[src/hw/swpp_defines.vh]
// Constants for the single-wire push/pull bus register block
`ifndef SWPP_DEFINES_VH
`define SWPP_DEFINES_VH

// Register offsets
`define SWPP_OFF_CTRL      8'hC2
`define SWPP_OFF_STAT1     8'hC4
`define SWPP_OFF_STAT2     8'hC5
`define SWPP_OFF_DATA      8'hC7
`define SWPP_OFF_IRQ_STAT  8'hC8
`define SWPP_OFF_IRQ_MASK  8'hC9
`define SWPP_OFF_CMD       8'hCA

// Field positions
`define SWPP_CTRL_PT       0
`define SWPP_STAT1_RXF     5
`define SWPP_STAT1_BERR    3
`define SWPP_STAT1_NF      2
`define SWPP_STAT2_HALT    7
`define SWPP_STAT2_MIE     6
`define SWPP_STAT2_DLY_HI  5
`define SWPP_STAT2_DLY_LO  4
`define SWPP_STAT2_RAF     0
`define SWPP_CMD_PUSH      0
`define SWPP_CMD_PULL      1
`define SWPP_IRQ_RXF       0
`define SWPP_IRQ_DONE      1

// Reset values
`define SWPP_STAT2_RST     8'h00
`define SWPP_CTRL_RST      8'h00
`define SWPP_DATA_RST      8'h00
`define SWPP_STAT1_HI_RST  2'h3

// Received frame patterns
`define SWPP_PULL_FIXED    4'h5
`define SWPP_PULL_ERROR    8'hFF

// Timing
`define SWPP_CLK_MHZ       250
`define SWPP_SLOT_NS       25000
`define SWPP_SLOT_CYC      ((`SWPP_SLOT_NS * `SWPP_CLK_MHZ) / 1000)
`define SWPP_SIXTEENTH_CYC (`SWPP_SLOT_CYC / 16)

`endif

[src/hw/swpp_slot_timer.v]
// Time-slot and sixteenth-slot tick generator
`timescale 1ns/1ps
`include "swpp_defines.vh"

module swpp_slot_timer #(
	parameter SLOT_CYC = `SWPP_SLOT_CYC
) (
	input  wire        clk,
	input  wire        rst,
	input  wire        run,
	input  wire        restart,
	output reg         slot_tick,
	output reg         sixteenth_tick
);

	localparam SIX_CYC = SLOT_CYC / 16;

	reg [15:0] slot_cnt_q;
	reg [15:0] six_cnt_q;

	// Halted clock freezes the counters rather than resetting them, as in wait mode
	always @(posedge clk) begin
		if (rst || restart) begin
			slot_cnt_q     <= 16'h0000;
			six_cnt_q      <= 16'h0000;
			slot_tick      <= 1'b0;
			sixteenth_tick <= 1'b0;
		end else if (run) begin
			slot_tick      <= (slot_cnt_q == SLOT_CYC[15:0] - 16'h0001);
			sixteenth_tick <= (six_cnt_q == SIX_CYC[15:0] - 16'h0001);
			slot_cnt_q     <= (slot_cnt_q == SLOT_CYC[15:0] - 16'h0001) ? 16'h0000
			                  : slot_cnt_q + 16'h0001;
			six_cnt_q      <= (six_cnt_q == SIX_CYC[15:0] - 16'h0001) ? 16'h0000
			                  : six_cnt_q + 16'h0001;
		end else begin
			slot_tick      <= 1'b0;
			sixteenth_tick <= 1'b0;
		end
	end

endmodule // swpp_slot_timer

[src/hw/swpp_bus_regs.v]
// Single-wire push/pull bus mode registers, push transmitter and pull receiver
`timescale 1ns/1ps
`include "swpp_defines.vh"

////////////////////////////////////////////////////////////////////////////////
module swpp_bus_regs #(
	parameter SLOT_CYC = `SWPP_SLOT_CYC
) (
	input  wire        clk,
	input  wire        rst,
	input  wire [7:0]  addr,
	input  wire [7:0]  wdata,
	input  wire        wr_en,
	input  wire        rd_en,
	output reg  [7:0]  rdata,
	input  wire        cpu_wait,
	input  wire        serial_rx_pin,
	output reg         serial_tx_pin,
	output reg         irq
);

	localparam ST_IDLE  = 3'd0;
	localparam ST_PUSH  = 3'd1;
	localparam ST_PSYNC = 3'd2;
	localparam ST_DLY   = 3'd3;
	localparam ST_PULL  = 3'd4;

	reg [2:0]  state_q;
	reg [7:0]  tx_data_q;
	reg [7:0]  rx_data_q;
	reg [7:0]  rx_shift_q;
	reg [3:0]  bit_cnt_q;
	reg [3:0]  dly_cnt_q;
	reg        tx_bit_q;
	reg        tx_polarity_invert_q;
	reg        halt_in_wait_q;
	reg        bus_mode_enable_q;
	reg [1:0]  rx_delay_sel_q;
	reg        rx_active_flag_q;
	reg        rx_full_flag_q;
	reg        bit_error_q;
	reg        noise_flag_q;
	reg [2:0]  seen_q;
	reg        armed_q;
	reg [1:0]  irq_stat_q;
	reg [1:0]  irq_mask_q;
	reg        rx_s1_q;
	reg        rx_s2_q;
	reg [2:0]  smp_q;
	reg        done_ev;
	reg        rxf_ev;
	reg        berr_ev;
	reg        nf_ev;

	wire       slot_tick;
	wire       six_tick;
	wire       run_clk;
	wire       rx_in;
	wire       data_rd;
	wire       majority;
	wire       is_wr_cmd;
	wire       dly_done;
	wire       timer_restart;
	wire       line_noisy;
	wire [7:0] rx_word;
	wire       rx_word_ok;
	wire       wr_ctrl;
	wire       wr_mode;
	wire       wr_data;
	wire       wr_ack;
	wire       wr_mask;
	wire       rd_status;

	////////////////////////////////////////////////////////////////////////////////
	// Input synchroniser and slot timer

	always @(posedge clk) begin
		if (rst) begin
			rx_s1_q <= 1'b1;
			rx_s2_q <= 1'b1;
		end else begin
			rx_s1_q <= serial_rx_pin;
			rx_s2_q <= rx_s1_q;
		end
	end
	assign rx_in = rx_s2_q;

	assign run_clk = bus_mode_enable_q && !(halt_in_wait_q && cpu_wait);
	// Slots are re-aligned when the delay ends, so the selected delay moves every sample point
	assign dly_done      = six_tick && (dly_cnt_q == {2'b00, rx_delay_sel_q});
	assign timer_restart = (state_q == ST_IDLE) || ((state_q == ST_DLY) && dly_done);

	swpp_slot_timer #(
		.SLOT_CYC       (SLOT_CYC)
	) u_timer (
		.clk            (clk),
		.rst            (rst),
		.run            (run_clk),
		.restart        (timer_restart),
		.slot_tick      (slot_tick),
		.sixteenth_tick (six_tick)
	);

	assign data_rd   = rd_en && (addr == `SWPP_OFF_DATA);
	assign is_wr_cmd = wr_en && (addr == `SWPP_OFF_CMD) && bus_mode_enable_q;
	// Three late samples per slot: one glitch raises noise but cannot flip the bit
	assign majority  = (smp_q[0] & smp_q[1]) | (smp_q[1] & smp_q[2]) | (smp_q[0] & smp_q[2]);
	assign line_noisy = !(smp_q == 3'h0 || smp_q == 3'h7);
	// Last bit is not yet in the shifter, so the frame is judged on the assembled word
	assign rx_word    = {majority, rx_shift_q[7:1]};
	assign rx_word_ok = (rx_word[7:4] == `SWPP_PULL_FIXED) && rx_word[0];

	////////////////////////////////////////////////////////////////////////////////
	// Push transmitter and pull receiver

	always @(posedge clk) begin
		if (rst) begin
			state_q          <= ST_IDLE;
			bit_cnt_q        <= 4'h0;
			dly_cnt_q        <= 4'h0;
			tx_bit_q         <= 1'b1;
			rx_shift_q       <= 8'h00;
			rx_data_q        <= `SWPP_DATA_RST;
			rx_active_flag_q <= 1'b0;
			smp_q            <= 3'h7;
			done_ev          <= 1'b0;
			rxf_ev           <= 1'b0;
			berr_ev          <= 1'b0;
			nf_ev            <= 1'b0;
		end else begin
			done_ev <= 1'b0;
			rxf_ev  <= 1'b0;
			berr_ev <= 1'b0;
			nf_ev   <= 1'b0;
			if (six_tick)
				smp_q <= {smp_q[1:0], rx_in};
			case (state_q)
			ST_IDLE: begin
				tx_bit_q         <= 1'b1;
				rx_active_flag_q <= 1'b0;
				bit_cnt_q        <= 4'h0;
				if (is_wr_cmd && wdata[`SWPP_CMD_PUSH]) begin
					state_q  <= ST_PUSH;
					tx_bit_q <= tx_data_q[0];
				end else if (is_wr_cmd && wdata[`SWPP_CMD_PULL]) begin
					state_q <= ST_PSYNC;
				end
			end
			ST_PUSH: begin
				if (slot_tick) begin
					if (rx_in != tx_bit_q)
						berr_ev <= 1'b1;
					if (bit_cnt_q == 4'd7) begin
						state_q  <= ST_IDLE;
						tx_bit_q <= 1'b1;
						done_ev  <= 1'b1;
					end else begin
						bit_cnt_q <= bit_cnt_q + 4'h1;
						tx_bit_q  <= tx_data_q[bit_cnt_q[2:0] + 3'd1];
					end
				end
			end
			ST_PSYNC: begin
				// Pull sync: one dominant slot opens the field
				tx_bit_q         <= 1'b0;
				rx_active_flag_q <= 1'b1;
				if (slot_tick) begin
					tx_bit_q  <= 1'b1;
					dly_cnt_q <= 4'h0;
					state_q   <= ST_DLY;
				end
			end
			ST_DLY: begin
				if (six_tick) begin
					if (dly_done) begin
						state_q   <= ST_PULL;
						bit_cnt_q <= 4'h0;
					end else begin
						dly_cnt_q <= dly_cnt_q + 4'h1;
					end
				end
			end
			ST_PULL: begin
				if (slot_tick) begin
					if (line_noisy)
						nf_ev <= 1'b1;
					rx_shift_q <= {majority, rx_shift_q[7:1]};
					if (bit_cnt_q == 4'd7) begin
						state_q          <= ST_IDLE;
						rx_active_flag_q <= 1'b0;
						rxf_ev           <= 1'b1;
						done_ev          <= 1'b1;
						if (rx_word_ok)
							rx_data_q <= rx_word;
						else
							rx_data_q <= `SWPP_PULL_ERROR;
					end else begin
						bit_cnt_q <= bit_cnt_q + 4'h1;
					end
				end
			end
			default: state_q <= ST_IDLE;
			endcase
		end
	end

	////////////////////////////////////////////////////////////////////////////////
	// Register strobes

	assign wr_ctrl   = wr_en && (addr == `SWPP_OFF_CTRL);
	assign wr_mode   = wr_en && (addr == `SWPP_OFF_STAT2);
	assign wr_data   = wr_en && (addr == `SWPP_OFF_DATA);
	assign wr_ack    = wr_en && (addr == `SWPP_OFF_IRQ_STAT);
	assign wr_mask   = wr_en && (addr == `SWPP_OFF_IRQ_MASK);
	// Status read arms the clear; only the data read that follows may use it
	assign rd_status = rd_en && (addr == `SWPP_OFF_STAT1);

	////////////////////////////////////////////////////////////////////////////////
	// Registers, flags and interrupt

	always @(posedge clk) begin
		if (rst) begin
			tx_data_q            <= `SWPP_DATA_RST;
			tx_polarity_invert_q <= 1'b0;
			halt_in_wait_q       <= 1'b0;
			bus_mode_enable_q    <= 1'b0;
			rx_delay_sel_q       <= 2'b00;
			rx_full_flag_q       <= 1'b0;
			bit_error_q          <= 1'b0;
			noise_flag_q         <= 1'b0;
			seen_q               <= 3'h0;
			armed_q              <= 1'b0;
			irq_stat_q           <= 2'b00;
			irq_mask_q           <= 2'b00;
			rdata                <= 8'h00;
			irq                  <= 1'b0;
			serial_tx_pin        <= 1'b1;
		end else begin
			if (wr_data)
				tx_data_q <= wdata;
			if (wr_ctrl)
				tx_polarity_invert_q <= wdata[`SWPP_CTRL_PT];
			if (wr_mode) begin
				halt_in_wait_q    <= wdata[`SWPP_STAT2_HALT];
				bus_mode_enable_q <= wdata[`SWPP_STAT2_MIE];
				rx_delay_sel_q    <= {wdata[`SWPP_STAT2_DLY_HI], wdata[`SWPP_STAT2_DLY_LO]};
			end
			if (wr_mask)
				irq_mask_q <= wdata[1:0];
			// Flags set by an event win over a clear in the same cycle
			rx_full_flag_q <= rxf_ev  | (rx_full_flag_q & ~(data_rd & armed_q & seen_q[2]));
			bit_error_q    <= berr_ev | (bit_error_q & ~(data_rd & armed_q & seen_q[1]));
			noise_flag_q   <= nf_ev   | (noise_flag_q & ~(data_rd & armed_q & seen_q[0]));
			if (rd_status) begin
				seen_q  <= {rx_full_flag_q, bit_error_q, noise_flag_q};
				armed_q <= 1'b1;
			end else if (data_rd) begin
				armed_q <= 1'b0;
			end
			irq_stat_q <= {done_ev, rxf_ev} |
			              (irq_stat_q & ~(wr_ack ? wdata[1:0] : 2'b00));
			// Bit error has no status bit here, so it can never reach the line
			irq <= |(irq_stat_q & irq_mask_q);
			serial_tx_pin <= bus_mode_enable_q ? (tx_bit_q ^ tx_polarity_invert_q)
			                 : 1'b1;
			rdata <= 8'h00;
			if (rd_en) begin
				case (addr)
				`SWPP_OFF_CTRL:     rdata <= {7'h00, tx_polarity_invert_q};
				`SWPP_OFF_STAT1:    rdata <= {`SWPP_STAT1_HI_RST, rx_full_flag_q, 1'b0,
				                              bit_error_q, noise_flag_q, 2'b00};
				`SWPP_OFF_STAT2:    rdata <= {halt_in_wait_q, bus_mode_enable_q, rx_delay_sel_q,
				                              3'h0, rx_active_flag_q};
				`SWPP_OFF_DATA:     rdata <= rx_data_q;
				`SWPP_OFF_IRQ_STAT: rdata <= {6'h00, irq_stat_q};
				`SWPP_OFF_IRQ_MASK: rdata <= {6'h00, irq_mask_q};
				`SWPP_OFF_CMD:      rdata <= {7'h00, state_q != ST_IDLE};
				default:            rdata <= 8'h00;
				endcase
			end
		end
	end

endmodule // swpp_bus_regs

[config.mk]
export PLATFORM = sky130hd
export DESIGN_NAME = swpp_bus_regs
export DESIGN_NICKNAME = d
export VERILOG_FILES = /design/src/hw/swpp_slot_timer.v /design/src/hw/swpp_bus_regs.v
export VERILOG_INCLUDE_DIRS = /design/src /design/src/hw
export SDC_FILE = /design/constraint.sdc
export NUM_CORES = 1
export LEC_CHECK = 0
export ABC_AREA = 1
export BUFFER_PORTS_ARGS = -buffer_cell sky130_fd_sc_hd__buf_4
export CAP_MARGIN = 20
export CORE_MARGIN = 1.5
export CORE_UTILIZATION = 33
export DETAILED_ROUTE_END_ITERATION = 10
export HOLD_SLACK_MARGIN = 0.1
export PLACE_DENSITY = 0.52
export SYNTH_ARGS = -nofsm -noshare
export SYNTH_HDL_FRONTEND = slang
export SYNTH_SLANG_ARGS = --single-unit
[constraint.sdc]
create_clock -name clk -period 1.7 [get_ports clk]
set_clock_uncertainty 0.2 [all_clocks]
set_input_delay 0 -clock clk [delete_from_list [all_inputs] [get_ports clk]]
set_output_delay 0 -clock clk [all_outputs]
set_load 0.02 [all_outputs]
==> flow_summary.toml <==
[routing]
wirelength_um = 12600
m1WireLength_um = 5710
initialDrtViolationCount = 347
final_antenna_net_count = 0
route.detailed.drc = 0
routed-wl-met3_um = 478
vias = 4765
routed.top_layer = "met4"
route.met2.wl_um = 6130
wl_per_cell_um = 12.5
routed_via_density = 4.73
drtPass1Iterations = 5

[timing]
rsz0062_at_grt = "true"
setup_slack_ns = 0.0465
hold_viol_final = 0
finalWorstPathRequiredPeriod_ns = 1.65
maxSlewHeadroom_pct = 66.8
fin_crit_sh_pct = 97.3
finalSetupViolations = 0
clock.fmax_ghz = 0.605
slew_violations = 0
worstMarginPinSlew_ns = 0.494

[logic_synthesis]
syn_nets = 734
ys_async_sr_fraction_pct = 0
synth_edf_count = 0
synthTopCellsByArea = "dfxtp_1 (43%), nand2_1 (12%), inv_1 (7.1%)"
syn_area_mm2 = 0.00493
synth_top_area_share_pct = 42.6
yosysUniqueCellTypes = 38
avgSynthCellArea_um2 = 6.99
ys_seq_area_share_pct = 42.6
yosys_most_used_dff = "dfxtp_1"
synth_most_common_cell = "nand2_1"
synth-seq-cells = 105
synth.largest_area_cell = "dfxtp_1"
postSynthCellCount = 706
synth_common_cells = "nand2_1 (159), dfxtp_1 (105), inv_1 (93), nor2_1 (80), a21oi_1 (56)"
yosysWarningCount = 0

[worst_setup_path]
worstRegToRegCells = 7
r2r-start = "rx_delay_sel_q[0]"
end_kind = "flip-flop"
crit_type = "reg2reg"
start_kind = "flip-flop"
cp.arrival_ns = 1.75
r2r_slack_ns = 0.05
rr_endpoint = "u_timer.six_cnt_q[12]"
worst-path-max-fanout = 8
cp.required_ns = 1.80

[finish]
antenna_cells = 0
fin_cells = 1007
fin_nets = 846
finalInstanceArea_mm2 = 0.00651
area_growth_syn_to_layout_pct = 32.0
drive_above_1_share_pct = 19.4

[pwr]
leakage_nw = 2.59
peakVddDrop_v = 0.000558
swShare_pct = 30.7
pwr-share-seq_pct = 44.9
p_switching_mw = 1.78
combPwrFrac_pct = 20.1
intPower_mw = 4.01
clock_power_share_pct = 35.0
power.density_mw_per_mm2 = 889

[outcome]
status = "completed"

[global_route]
gr-usage-all-layers_pct = 16.3
grt_overflow_total = 0
grt_first_pass_wirelength_um = 21100
grt_pass1_vias = 4581
grt_max_degree = 29
antenna_found_initial = 0

[place]
dpl-instance-area_mm2 = 0.00560
dpl_worst_slack_ns = -0.0395
io_buffers = 31
place_inst = 943
dp.final_hpwl_um = 8720
routabilityCongestion = 0.917

[cts]
clkTransAtPathRegs_ns = 0.07
cts_root_buffer = "clkbuf_16"
cts_tree = "done"
clkLatencyLatePin_ns = 0.35
clockBufferDepth = 2
cts_buffers = 9
cts.sinks = 105
cts_max_level = 3

[floorplanning]
core_area_mm2 = 0.0146
io_pins = 32
die_h_um = 125
initial_utilization_pct = 33.8
rows = 44
die_w_um = 125
dieArea_mm2 = 0.0157

[min_path]
hold_start = "addr[2]"
hold_depth = 7
hold_path_end = "rdata[6]"
hp-class = "in2reg"

[job]
cap_violations = 0
==> power groups by stage <==
stage	clock (mW)	sequential (mW)	combinational (mW)
floorplan	0	2.62	0.693
global placement	0	2.64	0.987
detailed placement	0	2.64	0.999
CTS	2.11	2.58	1.05
global route	2.21	2.61	1.31
finish	2.03	2.60	1.16
==> worst max-delay path by stage <==
stage	startpoint	slack [ns]	to	depth (start not counted)
6_report	rx_delay_sel_q[0]	0.05	u_timer.six_cnt_q[12]	7
5_1_grt	rx_delay_sel_q[0]	-0.04	u_timer.six_cnt_q[15]	7
4_1_cts	bit_cnt_q[1]	0.02	state_q[1]	8
3_5_place_dp	u_timer.slot_cnt_q[0]	-0.04	u_timer.slot_cnt_q[12]	8
3_3_place_gp	state_q[2]	-0.02	state_q[1]	9
2_1_floorplan	bit_cnt_q[0]	0.06	state_q[2]	8
==> placed cells by master, fill, tap and decap left out, types with 5 or more instances in the layout <==
cell type        n
a21oi_1         56
buf_4           71
clkbuf_16        9
dfxtp_1         92
dfxtp_2         10
dlygate4sd3_1   41
ha_1             5
inv_1           89
inv_2            9
nand2_1        155
nand2_2          5
nand2_4          5
nand3_1         48
nand3_2          5
nand4_1         19
nor2_1          70
nor2_2          12
nor2_4           7
nor3_1          13
o211ai_1         6
o21ai_0         35
o21ai_1          5
xor2_1          15
==> cell type report <==
type | count | area [µm²]
Sequential cell | 105 | 2130
Tap cell | 184 | 230
Fill cell | 1495 | 8080
Inverter | 101 | 384
Clock buffer | 9 | 225
Clock inverter | 7 | 61.3
Timing Repair Buffer | 113 | 955
Multi-Input combinational cell | 488 | 2530
==> layer usage <==
layer,vias to the layer above,GRT usage [%]
li1,2497,-
met1,2161,20.2
met2,92,27.8
met3,15,3.42
met4,0,6.02
met5,-,0
==> registers in the layout, indices dropped and copies added, names as in the netlist, 4 cells and up <==
register and count:
bit_cnt_q 4, rdata 8, rx_shift_q 7, dly_cnt_q 4, tx_data_q 8, u_timer.slot_cnt_q 16
rx_data_q 8, u_timer.six_cnt_q 16
==> timing repair <==
action                                 4_1_cts  5_1_grt
resized for setup                            2       56
endpoints found under the hold margin       94        1
pin swaps                                    0       18
hold buffers                                41        1
setup endpoints to repair                    5       50
setup buffers                                0        7
==> critical path: stages (launching register included) <==
cell and delay (ns):
dfxtp_2 0.38, xor2_2 0.22, nor2_4 0.07, nand2_4 0.09
nand3_4 0.15, nor2_4 0.29, o21ai_1 0.11, nor2_1 0.08
==> kinds of logic (layout without fill, tap and decap cells) <==
kind of cell,count (synthesis),count (layout),synth area share (%)
and+or+nand+nor,352,352,32.0
AOI/OAI and AO/OA,114,114,12.3
buffers and inverters,113,230,8.72
DFF,105,105,42.6
xor gates and xnor gates,16,16,2.84
adders and majority gates,6,6,1.52
==> stage by stage <==
stage / hold WS [ns] / setup TNS, ns / power [mW] / util [%]
5_1_grt: 0.111 / -0.279 / 6.13 / 44.6
4_1_cts: 0.102 / 0 / 5.74 / 43.2
2_1_floorplan: -0.0962 / 0 / 3.32 / -
3_5_place_dp: 0.00219 / -0.112 / 3.64 / 38.4
3_3_place_gp: -0.00178 / -0.0223 / 3.62 / 38.4
6_report: 0.0545 / 0 / 5.79 / 44.6
Note: power is estimated with default switching activity, not from simulation.
